File: src/hdl/acd_params.svh
`ifndef ACD_PARAMS_SVH
`define ACD_PARAMS_SVH
// command byte field positions
`define ACD_CONV_BIT 7
`define ACD_CHAN_HI 5
`define ACD_CHAN_LO 3
`define ACD_SWEEP_HI 2
`define ACD_SWEEP_LO 1
`define ACD_CLK_HI 5
`define ACD_CLK_LO 4
`define ACD_REF_HI 3
`define ACD_REF_LO 2
`define ACD_PAIR_HI 1
`define ACD_PAIR_LO 0
`define ACD_AVG_EN 4
`define ACD_AVG_HI 3
`define ACD_AVG_LO 2
`define ACD_REP_HI 1
`define ACD_REP_LO 0
`define ACD_RST_BIT 3
// reset values
`define ACD_SETUP_RESET 8'h20
`define ACD_ZERO_RESET 8'h00
// inputs that double as start pin and negative reference
`define ACD_START_CH 3'h7
`define ACD_REFN_CH 3'h6
// timing
`define ACD_CLK_NS 10
`define ACD_TACQ_NS 1400
`endif

File: src/hdl/acd_pkg.sv
`default_nettype none
package acd_pkg;
  // sequencer states, gray along idle-wake-run-trigger
  typedef enum logic [1:0] {
    ACD_IDLE = 2'b00,
    ACD_WAKE = 2'b01,
    ACD_RUN = 2'b11,
    ACD_TRIG = 2'b10
  } acd_state_t;
  // one conversion request handed to the converter
  typedef struct packed {
    logic [2:0] chan;
    logic diff;
    logic twos_comp;
  } acd_conv_t;
endpackage : acd_pkg
`default_nettype wire

File: src/hdl/acd_byte_rx.sv
`default_nettype none
`include "acd_params.svh"
module acd_byte_rx (
  // system
  input wire logic clock,
  input wire logic reset,
  // serial pins, asynchronous to clock
  input wire logic sclk,
  input wire logic cs_n,
  input wire logic din,
  // assembled bytes
  output logic byte_valid,
  output logic [7:0] byte_data,
  output logic frame_open
);
  logic [1:0] sclk_s_r; // sync chain
  logic [1:0] cs_s_r; // sync chain
  logic [1:0] din_s_r; // sync chain
  logic sclk_d_r; // previous synced clock
  logic [2:0] bit_cnt_r; // bits in current byte
  logic [6:0] shift_r; // bits gathered so far
  logic valid_r;
  logic [7:0] data_r;
  logic open_r;
  // named decode of the synced pins
  wire active = ~cs_s_r[1];
  wire rise = sclk_s_r[1] & ~sclk_d_r;
  wire last_bit = (bit_cnt_r == 3'h7);
  // two flops per pin, only the second reads the first
  always_ff @(posedge clock) begin
    if (reset) begin
      sclk_s_r <= 2'h0;
      cs_s_r <= 2'h3;
      din_s_r <= 2'h0;
      sclk_d_r <= 1'b0;
    end else begin
      sclk_s_r <= {sclk_s_r[0], sclk};
      cs_s_r <= {cs_s_r[0], cs_n};
      din_s_r <= {din_s_r[0], din};
      sclk_d_r <= sclk_s_r[1];
    end
  end
  always_ff @(posedge clock) begin
    if (reset || !active) begin
      bit_cnt_r <= 3'h0;
      shift_r <= 7'h00;
    end else if (rise) begin
      bit_cnt_r <= bit_cnt_r + 3'h1;
      shift_r <= {shift_r[5:0], din_s_r[1]};
    end
  end
  // msb first, byte ready on the eighth rising edge
  always_ff @(posedge clock) begin
    if (reset) begin
      valid_r <= 1'b0;
      data_r <= 8'h00;
      open_r <= 1'b0;
    end else begin
      valid_r <= active & rise & last_bit;
      if (active && rise && last_bit) begin
        data_r <= {shift_r, din_s_r[1]};
      end
      open_r <= active;
    end
  end
  assign byte_valid = valid_r;
  assign byte_data = data_r;
  assign frame_open = open_r;
endmodule : acd_byte_rx
`default_nettype wire

File: src/hdl/acd_cmd_decoder.sv
`default_nettype none
`include "acd_params.svh"
module acd_cmd_decoder #(
  parameter int TCONV_CYC = 100, // conversion part of one sample
  parameter int REF_WAKE_CYC = 6500 // internal reference wake time
) (
  // system
  input wire logic clock,
  input wire logic reset,
  // serial port pins
  input wire logic spi_sclk,
  input wire logic spi_cs_n,
  input wire logic spi_din,
  // conversion start pin, active low
  input wire logic conv_start_pin_n,
  // requests to the converter
  output logic conv_req,
  output acd_pkg::acd_conv_t conv_sel,
  output logic result_done,
  output logic fifo_clear,
  output logic scan_busy,
  // register contents
  output logic [7:0] cfg_conv,
  output logic [7:0] cfg_setup,
  output logic [7:0] cfg_avg,
  output logic [7:0] cfg_uni,
  output logic [7:0] cfg_bip
);
  // per-sample time, acquisition rounded up
  localparam int TACQ_CYC = (`ACD_TACQ_NS + `ACD_CLK_NS - 1) / `ACD_CLK_NS;
  localparam int SAMPLE_CYC = TACQ_CYC + TCONV_CYC;

  logic rx_valid; // assembled byte strobe
  logic [7:0] rx_data;
  logic rx_open; // synced select low
  acd_byte_rx u_rx (
    .clock(clock),
    .reset(reset),
    .sclk(spi_sclk),
    .cs_n(spi_cs_n),
    .din(spi_din),
    .byte_valid(rx_valid),
    .byte_data(rx_data),
    .frame_open(rx_open)
  );

  // registers
  logic [7:0] conv_r, setup_r, avg_r, uni_r, bip_r;
  logic pend_r; // pair byte expected next
  logic pend_bip_r; // pending byte goes to bipolar flags
  logic clr_r; // result store clear pulse
  // start pin sync and edge
  logic [1:0] cnv_s_r;
  logic cnv_d_r;
  // sequencer
  acd_pkg::acd_state_t state_r, state_nxt;
  logic [2:0] cur_r, last_r;
  logic [4:0] res_left_r;
  logic [5:0] samp_left_r;
  logic [15:0] timer_r;
  logic req_r, done_r;
  logic busy_r; // registered busy, so the output leaves a flop
  acd_pkg::acd_conv_t sel_r;

  // byte class decode
  wire cmd = rx_valid & ~pend_r;
  wire is_conv = cmd & rx_data[`ACD_CONV_BIT];
  wire is_setup = cmd & (rx_data[7:6] == 2'b01);
  wire is_avg = cmd & (rx_data[7:5] == 3'b001);
  wire is_rst = cmd & (rx_data[7:4] == 4'b0001);
  wire soft_rst = is_rst & ~rx_data[`ACD_RST_BIT];
  wire pair_wr = rx_valid & pend_r;

  // live configuration fields
  wire [1:0] clk_mode = setup_r[`ACD_CLK_HI:`ACD_CLK_LO];
  wire [1:0] ref_sel = setup_r[`ACD_REF_HI:`ACD_REF_LO];
  // a starting conversion byte is not stored yet when the scan loads its range
  wire [7:0] conv_now = is_conv ? rx_data : conv_r;
  wire [2:0] chan_n = conv_now[`ACD_CHAN_HI:`ACD_CHAN_LO];
  wire [1:0] sweep = conv_now[`ACD_SWEEP_HI:`ACD_SWEEP_LO];
  wire avg_on = avg_r[`ACD_AVG_EN] & (clk_mode != 2'b11);
  wire [1:0] avg_cnt = avg_r[`ACD_AVG_HI:`ACD_AVG_LO];
  wire [1:0] rep_cnt = avg_r[`ACD_REP_HI:`ACD_REP_LO];
  wire pin_start = ~clk_mode[1];
  wire ext_pace = (clk_mode == 2'b01) | (clk_mode == 2'b11);

  // inputs taken over by the start pin or negative reference
  wire start_used = pin_start;
  wire refn_used = (ref_sel == 2'b11);
  wire [7:0] res_mask = {start_used, refn_used, 6'h00};

  // pair flags, bit 7 of each flag byte is pair 0
  wire [3:0] pair_uni = {uni_r[4], uni_r[5], uni_r[6], uni_r[7]};
  wire [3:0] pair_bip = {bip_r[4], bip_r[5], bip_r[6], bip_r[7]};
  wire pair_on = pair_uni[cur_r[2:1]] | pair_bip[cur_r[2:1]];
  wire pair_bipolar = pair_bip[cur_r[2:1]] & ~pair_uni[cur_r[2:1]];
  wire pair_ok = ~cur_r[0] & ~res_mask[{cur_r[2:1], 1'b0}] & ~res_mask[{cur_r[2:1], 1'b1}];
  wire cur_ok = pair_on ? pair_ok : ~res_mask[cur_r];
  wire [3:0] next_ch = {1'b0, cur_r} + (pair_on ? 4'h2 : 4'h1);
  wire at_end = (next_ch > {1'b0, last_r});

  // samples per result, one in mode 11, any sweep
  wire [5:0] navg = avg_on ? (6'h04 << avg_cnt) : 6'h01;
  wire [2:0] rep_plus = {1'b0, rep_cnt} + 3'h1;
  wire [4:0] nres = (sweep == 2'b10 && clk_mode != 2'b11) ? {rep_plus, 2'b00} : 5'h01;
  // sweep ranges, mode 11 converts input N alone
  wire single = (clk_mode == 2'b11) | sweep[1];
  wire [2:0] first_ch = (!single && sweep == 2'b00) ? 3'h0 : chan_n;
  wire [2:0] top_ch = (!single && sweep == 2'b01) ? 3'h7 : chan_n;

  wire cnv_fall = ~cnv_s_r[1] & cnv_d_r;
  wire ser_start = is_conv & clk_mode[1];
  wire go = (state_r == acd_pkg::ACD_IDLE) & (ser_start | (pin_start & cnv_fall));
  // wake only for internal reference that sleeps
  wire need_wake = (ref_sel == 2'b00);
  wire trig = (clk_mode == 2'b11) ? rx_valid : cnv_fall;
  wire fire = (state_r == acd_pkg::ACD_RUN) & (timer_r == 16'h0000) & cur_ok;
  // reserved inputs are passed over while waiting for a trigger as well
  wire skip = ((state_r == acd_pkg::ACD_RUN) | (state_r == acd_pkg::ACD_TRIG)) & (timer_r == 16'h0000) & ~cur_ok;
  wire res_end = fire & (samp_left_r == 6'h01);
  wire ch_end = (res_end & (res_left_r == 5'h01)) | skip;

  // start pin sync, first flop read only by second
  always_ff @(posedge clock) begin
    if (reset) begin
      cnv_s_r <= 2'h3;
      cnv_d_r <= 1'b1;
    end else begin
      cnv_s_r <= {cnv_s_r[0], conv_start_pin_n};
      cnv_d_r <= cnv_s_r[1];
    end
  end

  always_ff @(posedge clock) begin
    if (reset || soft_rst) begin
      conv_r <= `ACD_ZERO_RESET;
      setup_r <= `ACD_SETUP_RESET;
      avg_r <= `ACD_ZERO_RESET;
      uni_r <= `ACD_ZERO_RESET;
      bip_r <= `ACD_ZERO_RESET;
    end else begin
      if (is_conv) begin
        conv_r <= rx_data;
      end
      if (is_setup) begin
        setup_r <= rx_data;
      end
      if (is_avg) begin
        avg_r <= rx_data;
      end
      if (pair_wr && !pend_bip_r) begin
        uni_r <= rx_data;
      end
      if (pair_wr && pend_bip_r) begin
        bip_r <= rx_data;
      end
    end
  end

  // only modes 10/11 expect a pair byte; frame end cancels it
  always_ff @(posedge clock) begin
    if (reset || !rx_open) begin
      pend_r <= 1'b0;
      pend_bip_r <= 1'b0;
    end else if (rx_valid) begin
      pend_r <= is_setup & rx_data[`ACD_PAIR_HI];
      pend_bip_r <= rx_data[`ACD_PAIR_LO];
    end
  end

  always_ff @(posedge clock) begin
    if (reset) begin
      clr_r <= 1'b0;
    end else begin
      clr_r <= is_rst & rx_data[`ACD_RST_BIT];
    end
  end

  // sequencer next state
  always_comb begin
    state_nxt = state_r;
    unique case (state_r)
      acd_pkg::ACD_IDLE: if (go) state_nxt = need_wake ? acd_pkg::ACD_WAKE : acd_pkg::ACD_RUN;
      acd_pkg::ACD_WAKE: if (timer_r == 16'h0000) state_nxt = acd_pkg::ACD_RUN;
      acd_pkg::ACD_RUN: begin
        if (ch_end && at_end) begin
          state_nxt = acd_pkg::ACD_IDLE;
        end else if (fire && ext_pace) begin
          state_nxt = acd_pkg::ACD_TRIG;
        end
      end
      // a scan whose remaining inputs are all skipped ends without another trigger
      acd_pkg::ACD_TRIG: begin
        if (skip && at_end) begin
          state_nxt = acd_pkg::ACD_IDLE;
        end else if (trig) begin
          state_nxt = acd_pkg::ACD_RUN;
        end
      end
    endcase
  end

  // sample spacing timer and wake delay
  always_ff @(posedge clock) begin
    if (reset || soft_rst) begin
      state_r <= acd_pkg::ACD_IDLE;
      timer_r <= 16'h0000;
      busy_r <= 1'b0;
    end else begin
      state_r <= state_nxt;
      busy_r <= (state_nxt != acd_pkg::ACD_IDLE);
      if (go && need_wake) begin
        timer_r <= 16'(REF_WAKE_CYC - 1);
      end else if (fire && !ext_pace) begin
        timer_r <= 16'(SAMPLE_CYC - 1);
      end else if (timer_r != 16'h0000) begin
        timer_r <= timer_r - 16'h0001;
      end
    end
  end

  // scan position and counters
  always_ff @(posedge clock) begin
    if (reset) begin
      cur_r <= 3'h0;
      last_r <= 3'h0;
      res_left_r <= 5'h00;
      samp_left_r <= 6'h00;
    end else if (go) begin
      cur_r <= first_ch;
      last_r <= top_ch;
      res_left_r <= nres;
      samp_left_r <= navg;
    end else if (ch_end) begin
      cur_r <= next_ch[2:0];
      res_left_r <= nres;
      samp_left_r <= navg;
    end else if (res_end) begin
      res_left_r <= res_left_r - 5'h01;
      samp_left_r <= navg;
    end else if (fire) begin
      samp_left_r <= samp_left_r - 6'h01;
    end
  end

  // output coding flag travels with the request
  always_ff @(posedge clock) begin
    if (reset) begin
      req_r <= 1'b0;
      done_r <= 1'b0;
      sel_r <= '0;
    end else begin
      req_r <= fire;
      done_r <= res_end;
      if (fire) begin
        sel_r <= '{chan: cur_r, diff: pair_on, twos_comp: pair_on & pair_bipolar};
      end
    end
  end

  assign conv_req = req_r;
  assign conv_sel = sel_r;
  assign result_done = done_r;
  assign fifo_clear = clr_r;
  assign scan_busy = busy_r;
  assign cfg_conv = conv_r;
  assign cfg_setup = setup_r;
  assign cfg_avg = avg_r;
  assign cfg_uni = uni_r;
  assign cfg_bip = bip_r;
endmodule : acd_cmd_decoder
`default_nettype wire

File: config.mk
export PLATFORM = sky130hd
export DESIGN_NAME = acd_cmd_decoder
export DESIGN_NICKNAME = d
export VERILOG_FILES = /design/src/hdl/acd_pkg.sv /design/src/hdl/acd_byte_rx.sv /design/src/hdl/acd_cmd_decoder.sv
export VERILOG_INCLUDE_DIRS = /design/src /design/src/hdl
export SDC_FILE = /design/constraint.sdc
export NUM_CORES = 1
export LEC_CHECK = 0
export BUFFER_PORTS_ARGS = -buffer_cell sky130_fd_sc_hd__buf_4
export CORE_MARGIN = 5
export CORE_UTILIZATION = 63
export CTS_CLUSTER_SIZE = 30
export DETAILED_ROUTE_END_ITERATION = 8
export HOLD_SLACK_MARGIN = 0.03
export PLACE_DENSITY = 0.85
export REMOVE_ABC_BUFFERS = 1
export SKIP_CTS_REPAIR_TIMING = 1
export SYNTH_ARGS = -nofsm -noshare
export SYNTH_HDL_FRONTEND = slang
export SYNTH_HIERARCHICAL = 1
export SYNTH_SLANG_ARGS = --single-unit
File: constraint.sdc
create_clock -name clock -period 8.5 [get_ports clock]
set_input_delay 0.425 -clock clock [delete_from_list [all_inputs] [get_ports clock]]
set_output_delay 0.425 -clock clock [all_outputs]
set_load 0.05 [all_outputs]
==> metrics.md <==
| Metric | Value |
|---|---|
| WP data required | `8.94 ns` |
| Placed Instances | `707` |
| H-tree Lvls | `4` |
| Ratio of cells with drive above 1 in the final layout | `16.4%` |
| Die ar. | `10000 um2` |
| Wirelength, routed | `13000 um` |
| Synth warn | `6` |
| Most frequent cells in the layout | `dfxtp_1 (116), nand2_1 (86), nor2_1 (57)` |
| Top Layer Used | `met4` |
| Antenna Cells | `0` |
| Wire length on met3 | `975 um` |
| Insertion delay to the later sink of the worst-skew pair | `0.51 ns` |
| Slew HR | `40.8%` |
| TritonCTS Buffers | `17` |
| Avg Vias per Cell | `6.16` |
| Maxcap violations | `0` |
| Post-Layout Cell Count | `738` |
| Min Tclk post-route | `3.82 ns` |
| Clock buffer depth | `2` |
| Die Height | `100 um` |
| Worst hold path class | `in -> reg` |
| Total core area | `7810 um2` |
| LEAKAGE | `0.00254 uW` |
| GP Congestion | `0.931` |
| Final Hold Viols | `0` |
| Startpoint types | `register` |
| Num ports | `55` |
| Ys flop type | `dfxtp_1` |
| Area delta synth->final | `19.2%` |
| Met2 wire length | `6260 um` |
| CTS clk-pin slew, worst paths | `0.06 ns` |
| CTS tree | `done` |
| CP endpoint kind | `register` |
| Crit path DAT | `4.26 ns` |
| Root Buffer | `clkbuf_8` |
| Initial antenna violation count | `0` |
| Worst IR Drop VDD | `0.000167 V` |
| Core Rows | `32` |
| Status | `finished clean` |
| Via count | `4544` |
| Fin Clk Skew | `0.00807 ns` |
| Seq/Total Area, Yosys | `45.5%` |
| Starting density of the core | `65.4%` |
| M1 WL | `5320 um` |
| Final setup TNS | `0 ns` |
| Remaining DRCs | `0` |
| RSZ-0062 raised after global routing | `false` |
| Final-report max-slew violation count | `0` |
| CP Class | `reg -> reg` |
| Grt ovf | `0` |
| Yosys reg bits | `116` |
| Final worst-path cycle share | `44.9%` |
| CP Max Fanout | `8` |
| Die Wd | `100 um` |
| Hold slack final | `0.0930 ns` |
| Post-route ant nets | `0` |
| Netlist cell types | `67` |
| Gr usage total | `26.8%` |
| Post-Synthesis Cells | `579` |
| Post-Syn Area | `5100 um2` |
| WL per Instance | `17.6 um` |
| P per Cell Area | `253 nW/um2` |
| First-pass GRT wire length | `21500 um` |
| Final setup fails | `0` |
| Post-synth EDFFs | `0` |
| Router iterations before antenna repair | `6` |
| Avg Cell Area, Syn | `8.81 um2` |
| CTS Sinks | `116` |
| Most common cell after layout, fill and taps aside | `dfxtp_1` |
| Final nets | `646` |
| Starting DRT DRC Count | `394` |
| Number of global-route vias before repair | `4369` |
| DP Wirelength | `8400 um` |
| IO Port Bufs | `54` |
| Fmax | `0.262 GHz` |
| Fraction of registers with async set or reset after synthesis | `0%` |
| Least-Margin Pin Slew | `0.887 ns` |
| Largest net degree at the start of global routing | `49` |
-- cell usage after synthesis, drive strengths merged (3+ instances only) --
master	n	area, um2
a21oi	53	265
inv	20	75.1
nor4b	3	32.5
and3b	4	35.0
ha	15	188
a211oi	4	30.0
nor2	57	214
nor3b	7	52.6
o21ai	9	45.0
nand3	21	105
xor2	6	52.6
nand2	87	334
or3	7	48.8
or2	9	56.3
a22oi	3	22.5
xnor2	10	87.6
nand4	4	25.0
clkbuf	19	72.6
and3	5	31.3
buf	9	67.6
or4	5	41.3
o21a	5	37.5
o211ai	4	35.0
nand3b	4	30.0
dfxtp	116	2320
nand2b	5	31.3
and2	3	18.8
nor3	13	81.3
mux2i	24	240
o22ai	5	45.0
nor2b	7	43.8
o31ai	3	22.5
a31oi	7	43.8
nor4	3	18.8
-- registers in the layout (all words and copies together), names as in the netlist, 7 cells and up --
signal / cells
cfg_avg: 8
cfg_bip: 8
cfg_conv: 8
cfg_setup: 8
cfg_uni: 8
timer_r: 16
u_rx/byte_data: 8
u_rx/shift_r: 7
-- stage by stage --
step / setup slack [ns] / util (%) / power (uW) / instance area, um2
after floorplan: 5.16 / - / 789 / 4960
after global placement: 5.01 / 70.4 / 828 / 5500
after detailed placement: 4.87 / 70.4 / 836 / 5500
after CTS: 4.76 / 77.9 / 1540 / 6080
after global routing: 4.52 / 77.9 / 1600 / 6080
final: 4.68 / 77.9 / 1540 / 6080
-- area by class of cell --
class                           instances  area, um2
Tap cell                              102        128
Sequential cell                       116       2320
Clock inverter                         13        159
Fill cell                             507       1730
Multi-Input combinational cell        415       2560
Clock buffer                           18        428
Timing Repair Buffer                   54        405
Inverter                               20       75.1
-- report_power, final --
group	internal (uW)	switching, uW
logic	96.0	131
registers	577	32.3
clock network	451	254
total	1120	418
-- critical path, cell delays in order (launching register included) --
cell	delay (ns)
dfxtp_1	0.53
mux4_2	0.62
nor2_1	0.36
ha_1	0.22
inv_1	0.05
fa_1	0.49
inv_1	0.05
ha_1	0.30
a211oi_1	0.32
o22ai_1	0.18
and3_1	0.21
a211o_1	0.27
a21oi_1	0.14
-- routing by layer --
| metal | track usage, % | vias up |
|---|---|---|
| met5 | 0 | - |
| met4 | 9.84 | 0 |
| met3 | 8.13 | 45 |
| met2 | 45.0 | 199 |
| met1 | 32.4 | 2190 |
| li1 | - | 2110 |
-- logic make-up after synthesis --
logic type,synth area share [%]
and+or+nand+nor,24.9
muxes,5.59
adders and majority gates,4.07
xor gates and xnor gates,2.75
DFF,45.5
AOI/OAI and AO/OA,13.0
buffers and inverters,4.22
-- final timing paths --
kind	from	to	slack [ns]	cells after the start
worst max register to register	cur_r[1]	state_r[0]	4.68	12
worst max-delay path	cur_r[1]	state_r[0]	4.68	12
worst min-delay path	spi_cs_n	u_rx/cs_s_r[0]	0.09	2
worst min register to register	u_rx/cs_s_r[0]	u_rx/cs_s_r[1]	0.41	1
Note: power is estimated with default switching activity, not from simulation.
